File: src/logic/nmaq_pkg.sv
// Operation
// - opcode f8h decodes as 28-bit native query
// - f8h reports the native max register as loaded by set-max
// - 48-bit max above 28 bits saturates
// - lba mode: sector number holds bits 7:0
// - cyl low bits 15:8, cyl high 23:16
// - head bits hold lba bits 27:24
// - chs mode returns sector, cylinder, head
// - opcode 27h reports full 48-bit native max
// - 27h sector number: 7:0, hob 31:24
// - 27h cyl low: 15:8, hob 39:32
// - 27h cyl high: 23:16, hob 47:40
package nmaq_pkg;
  localparam logic [7:0] OP_NATIVE28 = 8'hf8;
  localparam logic [7:0] OP_NATIVE48 = 8'h27;
  localparam logic [27:0] LBA28_SAT = 28'hfffffff;
  // register offsets on the plain port
  localparam logic [3:0] A_ERROR = 4'h1;
  localparam logic [3:0] A_SECNUM = 4'h3;
  localparam logic [3:0] A_CYLLO = 4'h4;
  localparam logic [3:0] A_CYLHI = 4'h5;
  localparam logic [3:0] A_DEVHEAD = 4'h6;
  localparam logic [3:0] A_CMD = 4'h7;
  localparam logic [3:0] A_DEVCTL = 4'he;
  localparam logic [3:0] A_IRQ_STAT = 4'h8;
  localparam logic [3:0] A_IRQ_MASK = 4'h9;
  localparam logic [3:0] A_NMAX0 = 4'ha;
  localparam logic [3:0] A_NMAX1 = 4'hb;
  // field positions
  localparam int ST_BSY = 7;
  localparam int ST_RDY = 6;
  localparam int ST_DF = 5;
  localparam int ST_ERR = 0;
  localparam int ER_ABT = 2;
  localparam int DH_L = 6;
  localparam int DC_HOB = 7;
  localparam int IRQ_DONE = 0;
  localparam int IRQ_ABORT = 1;
  // reset values
  localparam logic [7:0] STATUS_RST = 8'h40;
  localparam logic [7:0] DEVHEAD_RST = 8'ha0;
  localparam logic [47:0] NMAX_RST = 48'h0000_0fff_ffff;
  localparam logic [15:0] CHS_CYL_RST = 16'h3fff;
  localparam logic [3:0] CHS_HEAD_RST = 4'hf;
  localparam logic [7:0] CHS_SEC_RST = 8'h3f;
  // busy time: 1 us at 50 ns clock
  localparam int BUSY_NS = 1000;
  localparam int CLK_NS = 50;
  localparam int BUSY_CYC = (BUSY_NS + CLK_NS - 1) / CLK_NS;

  typedef enum logic [1:0] {
    NMAQ_IDLE = 2'b00,
    NMAQ_BUSY = 2'b01,
    NMAQ_DONE = 2'b11
  } nmaq_state_e;

  typedef struct packed {
    logic [3:0] addr;
    logic [7:0] wdata;
    logic wr;
    logic rd;
  } nmaq_bus_s;

  typedef struct packed {
    logic [7:0] secnum;
    logic [7:0] cyllo;
    logic [7:0] cylhi;
  } nmaq_trip_s;
endpackage : nmaq_pkg

File: src/logic/nmaq_result.sv
`timescale 1ns/100ps
// builds both halves of the answer registers from the native max, except the low half and head of a 28-bit query in chs mode, which come from the chs inputs
module nmaq_result (
  input wire logic is_ext,
  input wire logic lba_mode,
  input wire logic [47:0] native_max,
  input wire logic [15:0] chs_cyl,
  input wire logic [3:0] chs_head,
  input wire logic [7:0] chs_sec,
  output nmaq_pkg::nmaq_trip_s low_half,
  output nmaq_pkg::nmaq_trip_s high_half,
  output logic [3:0] head
);
  logic [27:0] lba28;
  always_comb
  begin
    // saturate rather than wrap so old hosts never see a small disk
    if (native_max[47:28] != 20'h00000)
      lba28 = nmaq_pkg::LBA28_SAT;
    else
      lba28 = native_max[27:0];
    high_half = '{native_max[31:24], native_max[39:32], native_max[47:40]};
    head = 4'h0;
    if (is_ext)
    begin
      low_half = '{native_max[7:0], native_max[15:8], native_max[23:16]};
    end
    else if (lba_mode)
    begin
      low_half = '{lba28[7:0], lba28[15:8], lba28[23:16]};
      head = lba28[27:24];
    end
    else
    begin
      low_half = '{chs_sec, chs_cyl[7:0], chs_cyl[15:8]};
      head = chs_head;
    end
  end
endmodule : nmaq_result

File: src/logic/nmaq_top.sv
`timescale 1ns/100ps
module nmaq_top #(
  parameter int BUSY_CYCLES = nmaq_pkg::BUSY_CYC
) (
  input wire logic clock,
  input wire logic sys_rst,
  input wire logic [3:0] reg_addr,
  input wire logic [7:0] reg_wdata,
  input wire logic reg_wr,
  input wire logic reg_rd,
  input wire logic [15:0] chs_cyl,
  input wire logic [3:0] chs_head,
  input wire logic [7:0] chs_sec,
  output logic [7:0] reg_rdata,
  output logic irq,
  output logic busy
);
  typedef struct packed {
    nmaq_pkg::nmaq_state_e st;
    logic [7:0] cnt;
    logic [7:0] status;
    logic [7:0] err;
    logic [7:0] devhead;
    logic hob;
    logic is_ext;
    nmaq_pkg::nmaq_trip_s lo;
    nmaq_pkg::nmaq_trip_s hi;
    logic [47:0] nmax;
    logic [1:0] istat;
    logic [1:0] imask;
    logic [7:0] rdata;
    logic irq;
  } nmaq_st_s;

  nmaq_st_s s_r, s_nxt;
  nmaq_pkg::nmaq_bus_s bus;
  nmaq_pkg::nmaq_trip_s res_lo, res_hi;
  logic [3:0] res_head;
  logic [1:0] ev;
  logic [7:0] cyc_lim;

  assign bus = '{reg_addr, reg_wdata, reg_wr, reg_rd};
  assign cyc_lim = 8'(BUSY_CYCLES);

  nmaq_result u_res (
    .is_ext(s_r.is_ext),
    .lba_mode(s_r.devhead[nmaq_pkg::DH_L]),
    .native_max(s_r.nmax),
    .chs_cyl(chs_cyl),
    .chs_head(chs_head),
    .chs_sec(chs_sec),
    .low_half(res_lo),
    .high_half(res_hi),
    .head(res_head)
  );

  always_comb
  begin
    s_nxt = s_r;
    ev = 2'b00;
    s_nxt.rdata = 8'h00;
    case (s_r.st)
      nmaq_pkg::NMAQ_IDLE:
      begin
        if (bus.wr && bus.addr == nmaq_pkg::A_CMD)
        begin
          s_nxt.status[nmaq_pkg::ST_BSY] = 1'b1;
          s_nxt.status[nmaq_pkg::ST_RDY] = 1'b0;
          s_nxt.err = 8'h00;
          s_nxt.cnt = 8'h00;
          if (bus.wdata == nmaq_pkg::OP_NATIVE28 || bus.wdata == nmaq_pkg::OP_NATIVE48)
          begin
            s_nxt.is_ext = (bus.wdata == nmaq_pkg::OP_NATIVE48);
            s_nxt.st = nmaq_pkg::NMAQ_BUSY;
          end
          else
          begin
            // unknown opcode: reject at once
            s_nxt.status = nmaq_pkg::STATUS_RST;
            s_nxt.status[nmaq_pkg::ST_ERR] = 1'b1;
            s_nxt.err[nmaq_pkg::ER_ABT] = 1'b1;
            ev[nmaq_pkg::IRQ_ABORT] = 1'b1;
          end
        end
      end
      nmaq_pkg::NMAQ_BUSY:
      begin
        s_nxt.cnt = s_r.cnt + 8'h01;
        if (s_r.cnt + 8'h01 >= cyc_lim)
          s_nxt.st = nmaq_pkg::NMAQ_DONE;
      end
      nmaq_pkg::NMAQ_DONE:
      begin
        s_nxt.lo = res_lo;
        s_nxt.hi = res_hi;
        if (!s_r.is_ext)
          s_nxt.devhead[3:0] = res_head;
        s_nxt.status = nmaq_pkg::STATUS_RST;
        s_nxt.err = 8'h00;
        ev[nmaq_pkg::IRQ_DONE] = 1'b1;
        s_nxt.st = nmaq_pkg::NMAQ_IDLE;
      end
      default:
        s_nxt.st = nmaq_pkg::NMAQ_IDLE;
    endcase
    // host side register writes; taskfile locked while busy
    if (bus.wr && s_r.st == nmaq_pkg::NMAQ_IDLE)
    begin
      case (bus.addr)
        nmaq_pkg::A_DEVHEAD: s_nxt.devhead = bus.wdata;
        nmaq_pkg::A_DEVCTL: s_nxt.hob = bus.wdata[nmaq_pkg::DC_HOB];
        nmaq_pkg::A_IRQ_MASK: s_nxt.imask = bus.wdata[1:0];
        nmaq_pkg::A_NMAX0: s_nxt.nmax = {s_r.nmax[47:8], bus.wdata};
        nmaq_pkg::A_NMAX1: s_nxt.nmax = {bus.wdata, s_r.nmax[47:8]};
        default: s_nxt.nmax = s_r.nmax;
      endcase
    end
    if (bus.rd)
    begin
      case (bus.addr)
        nmaq_pkg::A_ERROR: s_nxt.rdata = s_r.err;
        nmaq_pkg::A_SECNUM: s_nxt.rdata = s_r.hob ? s_r.hi.secnum : s_r.lo.secnum;
        nmaq_pkg::A_CYLLO: s_nxt.rdata = s_r.hob ? s_r.hi.cyllo : s_r.lo.cyllo;
        nmaq_pkg::A_CYLHI: s_nxt.rdata = s_r.hob ? s_r.hi.cylhi : s_r.lo.cylhi;
        nmaq_pkg::A_DEVHEAD: s_nxt.rdata = s_r.devhead;
        nmaq_pkg::A_CMD: s_nxt.rdata = s_r.status;
        nmaq_pkg::A_IRQ_STAT: s_nxt.rdata = {6'h00, s_r.istat};
        nmaq_pkg::A_IRQ_MASK: s_nxt.rdata = {6'h00, s_r.imask};
        default: s_nxt.rdata = 8'h00;
      endcase
    end
    // read clears status, but a new event in the same cycle wins
    if (bus.rd && bus.addr == nmaq_pkg::A_IRQ_STAT)
      s_nxt.istat = ev;
    else
      s_nxt.istat = s_r.istat | ev;
    s_nxt.irq = |(s_nxt.istat & s_nxt.imask);
  end

  always_ff @(posedge clock)
  begin
    if (sys_rst)
    begin
      s_r <= '0;
      s_r.st <= nmaq_pkg::NMAQ_IDLE;
      s_r.status <= nmaq_pkg::STATUS_RST;
      s_r.devhead <= nmaq_pkg::DEVHEAD_RST;
      s_r.nmax <= nmaq_pkg::NMAX_RST;
    end
    else
      s_r <= s_nxt;
  end

  assign reg_rdata = s_r.rdata;
  assign irq = s_r.irq;
  assign busy = s_r.status[nmaq_pkg::ST_BSY];

  a_done_status: assert property (@(posedge clock) disable iff (sys_rst)
    s_r.st == nmaq_pkg::NMAQ_DONE |=> s_r.status == nmaq_pkg::STATUS_RST && s_r.err == 8'h00)
    else $error("status not clean after completion");
  a_busy_start: assert property (@(posedge clock) disable iff (sys_rst)
    s_r.st == nmaq_pkg::NMAQ_IDLE && bus.wr && bus.addr == nmaq_pkg::A_CMD
    && bus.wdata == nmaq_pkg::OP_NATIVE28 |=> busy && s_r.st == nmaq_pkg::NMAQ_BUSY)
    else $error("query not accepted");
  a_reject_abort: assert property (@(posedge clock) disable iff (sys_rst)
    s_r.st == nmaq_pkg::NMAQ_IDLE && bus.wr && bus.addr == nmaq_pkg::A_CMD
    && bus.wdata != nmaq_pkg::OP_NATIVE28 && bus.wdata != nmaq_pkg::OP_NATIVE48
    |=> s_r.err == 8'h04 && s_r.status == 8'h41)
    else $error("reject did not abort");
  a_sat_value: assert property (@(posedge clock) disable iff (sys_rst)
    s_r.st == nmaq_pkg::NMAQ_DONE && !s_r.is_ext && s_r.devhead[nmaq_pkg::DH_L]
    && s_r.nmax[47:28] != 20'h00000
    |=> {s_r.devhead[3:0], s_r.lo.cylhi, s_r.lo.cyllo, s_r.lo.secnum} == nmaq_pkg::LBA28_SAT)
    else $error("no saturation");
  a_ext_low: assert property (@(posedge clock) disable iff (sys_rst)
    s_r.st == nmaq_pkg::NMAQ_DONE && s_r.is_ext
    |=> {s_r.hi.cylhi, s_r.hi.cyllo, s_r.hi.secnum, s_r.lo.cylhi, s_r.lo.cyllo, s_r.lo.secnum}
    == $past(s_r.nmax))
    else $error("ext halves wrong");
  a_hob_read: assert property (@(posedge clock) disable iff (sys_rst)
    bus.rd && bus.addr == nmaq_pkg::A_CYLLO && s_r.hob |=> reg_rdata == $past(s_r.hi.cyllo))
    else $error("hob read wrong");
  a_chs_sec: assert property (@(posedge clock) disable iff (sys_rst)
    s_r.st == nmaq_pkg::NMAQ_DONE && !s_r.is_ext && !s_r.devhead[6]
    |=> s_r.lo.secnum == $past(chs_sec) && s_r.devhead[3:0] == $past(chs_head))
    else $error("chs answer wrong");
  // busy spans the programmed wait plus the answer cycle; needs BUSY_CYCLES of one or more
  a_busy_len: assert property (@(posedge clock) disable iff (sys_rst)
    s_r.st == nmaq_pkg::NMAQ_DONE |-> busy && s_r.cnt == cyc_lim)
    else $error("busy length wrong");
endmodule : nmaq_top

File: config.mk
export PLATFORM = sky130hd
export DESIGN_NAME = nmaq_top
export DESIGN_NICKNAME = d
export VERILOG_FILES = /design/src/logic/nmaq_pkg.sv /design/src/logic/nmaq_result.sv /design/src/logic/nmaq_top.sv
export SDC_FILE = /design/constraint.sdc
export NUM_CORES = 1
export LEC_CHECK = 0
export ABC_CLOCK_PERIOD_IN_PS = 2300
export BUFFER_PORTS_ARGS = -buffer_cell sky130_fd_sc_hd__buf_4
export CORE_ASPECT_RATIO = 0.5
export CORE_MARGIN = 8
export CORE_UTILIZATION = 55
export CTS_CLUSTER_DIAMETER = 40
export DETAILED_ROUTE_END_ITERATION = 8
export GPL_ROUTABILITY_DRIVEN = 0
export PLACE_DENSITY = 0.83
export SETUP_SLACK_MARGIN = 0.2
export SYNTH_ARGS = -nofsm -noshare
export SYNTH_HDL_FRONTEND = slang
export SYNTH_SLANG_ARGS = --single-unit
export TNS_END_PERCENT = 10
File: constraint.sdc
create_clock -name clock -period 2.3 [get_ports clock]
set_clock_uncertainty 0.15 [all_clocks]
set_input_delay 0.115 -clock clock [delete_from_list [all_inputs] [get_ports clock]]
set_output_delay 0.115 -clock clock [all_outputs]
set_load 0.01 [all_outputs]
==> Word level (Yosys, flattened, before mapping) <==
Cells that the tools add are included.
{ "totals": {"regBits": 145, "wordCells": 94} }
{ "classes": {"n_addsub": 1, "n_lt_le_gt_ge": 1, "eq_ne": 19, "muxes": 28, "bitwise": 4, "reduce_logical": 20} }
{ "ops": {"columns": ["operator", "count"], "rows": [
  ["one-hot mux 48 bit (2 select lines)", 1],
  ["one-hot mux 8 bit (8 select lines)", 1],
  ["2-to-1 mux 24 bit", 2],
  ["2-to-1 mux 8 bit", 4],
  ["one-hot mux 16 bit (2 select lines)", 1],
  ["2-to-1 mux 28 bit", 1],
  ["2-to-1 mux 26 bit", 1],
  ["equality test 4 bit, second input constant", 5],
  ["nonzero test 20 bit", 1],
  ["equality test 4 x 3 -> 1 bit, second input constant", 4],
  ["2-to-1 mux 4 bit", 4],
  ["one-hot mux 8 bit (2 select lines)", 1],
  ["AND reduction 3 bit", 4],
  ["2-to-1 mux 2 bit", 5],
  ["AND reduction 2 bit", 5],
  ["adder 8 x 1 -> 8 bit, second input constant", 1],
  ["equality test 8 x 6 -> 1 bit, second input constant", 1],
  ["equality test 8 bit, second input constant", 1],
  [">= comparator 8 x 5 -> 1 bit, second input constant", 1],
  ["inequality test 2 bit, second input constant", 4],
  ["nonzero test 2 bit", 3],
  ["2-to-1 mux 1 bit", 5],
  ["2-to-1 mux 5 bit", 1],
  ["equality test 4 x 1 -> 1 bit, second input constant", 1],
  ["other kinds (11)", 15]
]} }

==> Longest topological paths before layout <==
{ "logic_depth": {"depth_word": 9, "mapped_depth": 7, "mapped_depth_nobuf": 6} }

==> Modules after synthesis <==
Synthesis repeated with hierarchy kept, for this count alone.
{ "hier_totals": {"cells_unflattened": 825, "area_unflattened_um2": 6533.8} }
{ "modules_own_cells": {"columns": ["mod", "instances", "cells_each", "area_each_um2", "seq_area_each_um2"], "rows": [
  ["nmaq_top", 1, 694, 5644.2, 2662.6],
  ["nmaq_result", 1, 131, 889.6, 0.0]
]} }

==> Worst setup path before layout <==
Ideal clock, no wire load.
{ "synth_path": {"path_type": "flip-flop to flip-flop", "start": "register s_r[54] in the netlist's numbering", "end": "register s_r[101] in the netlist's numbering", "setup_time_ps": 117, "arrival_ps": 1574, "slack_ps": 459, "path_stages_with_launch": 7, "n_path_buf": 1, "synth_period_minus_slack_ps": 1841, "cell_sequence": "dfxtp_1 or4_4 nor4_4 a31oi_4 buf_6 o221ai_2 nand2_1"} }
{ "synth_via": {"elab_chain_cells": 4} }
{ "synth_rtl": {"columns": ["element", "line_no", "rtl"], "rows": [
  ["start: declaration", "nmaq_top.sv:35", "nmaq_st_s s_r, s_nxt;"],
  ["start signal: assignment", "nmaq_top.sv:151", "s_r <= s_nxt;"],
  ["nonzero test 20 bit", "nmaq_result.sv:18", "if (native_max[47:28] != 20'h00000)"],
  ["2-to-1 mux 28 bit", "nmaq_result.sv:18", null],
  ["2-to-1 mux 24 bit", "nmaq_result.sv:28", "else if (lba_mode)"],
  ["2-to-1 mux 24 bit", "nmaq_result.sv:24", "if (is_ext)"]
]} }
No other way between the ends.
A chain may end at the register's enable or synchronous reset.

==> Worst setup path in the final report <==
{ "layout_path": {"start": "input reg_addr[3]", "end": "register s_r[12] in the netlist's numbering"} }
{ "layout_via": {"elab_chain_cells": 6} }
{ "layout_rtl": {"columns": ["element", "line_no", "rtl"], "rows": [
  ["start: declaration", "nmaq_top.sv:7", "input wire logic [3:0] reg_addr,"],
  ["equality test 4 x 3 -> 1 bit", "nmaq_top.sv:65", "if (bus.wr && bus.addr == nmaq_pkg::A_CMD)"],
  ["logical AND 1 bit", "nmaq_top.sv:65", null],
  ["2-to-1 mux 1 bit", "nmaq_top.sv:65", null],
  ["2-to-1 mux 1 bit", "nmaq_top.sv:62", "case (s_r.st)"],
  ["bitwise OR 2 bit", "nmaq_top.sv:136", "s_nxt.istat = s_r.istat | ev;"],
  ["2-to-1 mux 2 bit *", "nmaq_top.sv:133", "if (bus.rd && bus.addr == nmaq_pkg::A_IRQ_STAT)"]
]} }
Every way passes the cells marked *; elsewhere a longest branch is shown, timed or not.

==> impl_metrics.toml <==
[global_routing]
grt_pass1_wl_um = 28770
gr-usage-all-layers = 0.2578
grt_overflow = 0
grt_max_degree = 54
antenna_found_initial = 0
grt_pass1_vias = 5225

[synthesis]
synthCells = 647
async_flop_share = 0
synth_edf_count = 0
postSynthAreaPerCell_um2 = 9.097
yosysSeqAreaShare = 0.4524
ys_ff_latch = 133
syn_nets = 693
ys.warnings.count = 0
yosysUniqueCellTypes = 64
synth_area_um2 = 5886
synthFlopType = "dfxtp_1"

[sta]
period_minus_slack_ns = 2.178
slew_viol_final = 0
fin_crit_sh = 0.9467
rsz0062_at_grt = "true"
worstMarginPinSlew_ns = 0.6671
final-setup-viol-count = 0
relSlewSlack = 0.5518
fin_setup_tns_ns = 0
fin_ws_ns = 0.1225
max_clock_freq_mhz = 459.2
finalHoldViolCount = 0

[route]
first_iter_violations = 778
post_drt_wl_per_cell_um = 20.94
drt_pass1_iterations = 6
num_vias = 5446
viasPerCell = 6.245
ant_nets = 0
remaining_drc_errors = 0
drt-total-wl_um = 18260

[critical_path]
ff2ff_path_depth = 6
crit_required_ns = 2.50
worstReg2RegEnd = "s_r[85]$_SDFFE_PP0P_"
worstPathArrival_ns = 2.37
r2r_setup_slack_ns = 0.25
path_max_fanout = 9
worstSetupPathType = "input pin to flop"
r2r-start = "s_r[43]$_SDFFE_PP0P_"
cp-start-kind = "input pin"
worst_setup_path_end_kind = "flop"

[die]
start_util = 0.5707
pin_count = 54
fp-row-count = 26
die_w_um = 162.3
die_y_um = 89.15
dieArea_um2 = 14470
core-area_um2 = 10310

[pwr]
power.density_nw_per_um2 = 733.9
ir_drop_mv = 0.4704
p_leak_nw = 2.936
totalPowerFinal_w = 0.005369

[clock_network]
root_buffer = "clkbuf_16"
path_clk_slew_ns = 0.05
clkLatencyLatePin_ns = 0.41
htreeDepth = 4
postCtsSetupBuffers = 0
cts_tree = "yes"
cts_buffer_depth = 2
cts_sinks = 133
cts_buffers = 17

[place]
dpl_worst_slack_ns = 0.3228
numPortBuffers = 53
hpwl_um = 11190

[min_path]
holdCritStartpoint = "reg_addr[0]"
hold_class = "input pin to flop"
holdPathEnd = "reg_rdata[1]$_SDFF_PP0_"
min_path_cells = 4

[final_layout]
layout_common_cells = "nand2_1, dfxtp_1, buf_4, a21oi_1, dlygate4sd3_1"
diodes = 0
area_growth_pct = 24.30
nets = 767
final_common_cell = "nand2_1"
drive_gt1_frac = 0.1858

[status]
status = "complete, no violations"

[run]
cap_violations = 0
[how the worst max path moves through the flow]
stage                     depth (start not counted)            startpoint               endpoint  slack (ns)
after floorplan                                   6  s_r[54]$_SDFFE_PP0P_  s_r[101]$_SDFFE_PP0P_        0.46
after global placement                            6  s_r[54]$_SDFFE_PP0P_  s_r[108]$_SDFFE_PP0P_        0.34
after detailed placement                          6  s_r[54]$_SDFFE_PP0P_   s_r[92]$_SDFFE_PP0P_        0.32
after CTS                                         7           reg_addr[3]   s_r[13]$_SDFFE_PP1P_        0.27
after global routing                              7           reg_addr[3]     s_r[12]$_SDFF_PP0_        0.05
final                                             7           reg_addr[3]     s_r[12]$_SDFF_PP0_        0.12
[area by class of cell]
class	instances	area, um2
Timing Repair Buffer	109	950.9
Sequential cell	133	2663
Inverter	1	3.754
Fill cell	686	2997
Clock buffer	27	523.0
Multi-Input combinational cell	459	2935
Tap cell	140	175.2
Clock inverter	3	65.06
[sequential cells by signal (all words and copies together), names as in the netlist]
register and flops:
reg_rdata 8, s_r 123, busy 1, irq 1
[routing by layer]
metal | wire [um] | vias to the layer above | track usage
li1 | - | 2473 | -
met1 | 7203 | 2531 | 0.3139
met2 | 8017 | 367 | 0.4053
met3 | 2247 | 75 | 0.08456
met4 | 793 | 0 | 0.1368
met5 | 0 | - | 0
[cells in the mapped netlist, types with 3 or more instances]
cell      number  share of area
o221ai_2      20          0.051
nor4_1         3         0.0032
buf_2          9         0.0077
nand2_1      145          0.092
mux2_2         4         0.0077
nor2_1        37          0.024
o22ai_1        4         0.0043
o21ai_1        5         0.0043
nand3b_1      25          0.032
nor2b_1        7         0.0074
clkbuf_1      29          0.018
dfxtp_1      133           0.45
nor3_1         5         0.0043
nand3_1        7         0.0060
or2_2          3         0.0032
buf_6          4         0.0077
a22o_1        30          0.045
a31oi_1        4         0.0043
a22oi_1        4         0.0051
nand4_1        4         0.0043
o21ai_0        9         0.0077
a21oi_1       46          0.039
o221ai_1       8          0.012
a21o_1         4         0.0051
a211oi_1       4         0.0051
buf_4          8          0.010
nand2b_1       5         0.0053
mux2i_1       25          0.043
a211o_1        8          0.012
a221oi_1       3         0.0045
and3_1         8         0.0085
[critical path, cell delays in order]
cell           delay, ns
dlygate4sd3_1       0.54
buf_4               0.16
and4b_1             0.45
nand2_1             0.21
nor3_1              0.56
a21o_1              0.20
nor2b_1             0.14
[cells by family (layout without fill, tap and decap cells)]
kind of cell / count (synthesis) / in the layout / synth area share
flops: 133 / 133 / 0.4524
compound gates: 161 / 161 / 0.2185
fa+ha+maj: 2 / 2 / 0.004251
buf+inv: 55 / 140 / 0.05314
simple gates: 267 / 267 / 0.2215
mux: 29 / 29 / 0.05017
[repair_timing]
action                                  4_1_cts  5_1_grt
gates resized for setup                       0        1
endpoints found under the setup margin        0       15
hold endpoints to repair                     48        0
hold buffers                                 38        0
[per-stage QoR]
stage	util	std cells	area (um2)	hold WS, ns
after CTS	0.7088	872	7310	0.03061
final	0.7094	872	7316	0.05386
after detailed placement	0.6149	804	6341	0.2360
after global routing	0.7094	872	7316	0.06671
after global placement	0.6149	804	6341	0.2289
after floorplan	-	647	5886	0.08589
[power by group]
part / leakage (nW) / switching [W] / total (W) / internal (W)
logic: 1.57 / 0.000165 / 0.000313 / 0.000148
clock network: 0.290 / 0.000951 / 0.00271 / 0.00176
registers: 1.07 / 0.0000225 / 0.00235 / 0.00233
total: 2.94 / 0.00114 / 0.00537 / 0.00423
No activity file was read; power rests on OpenSTA's default activity.
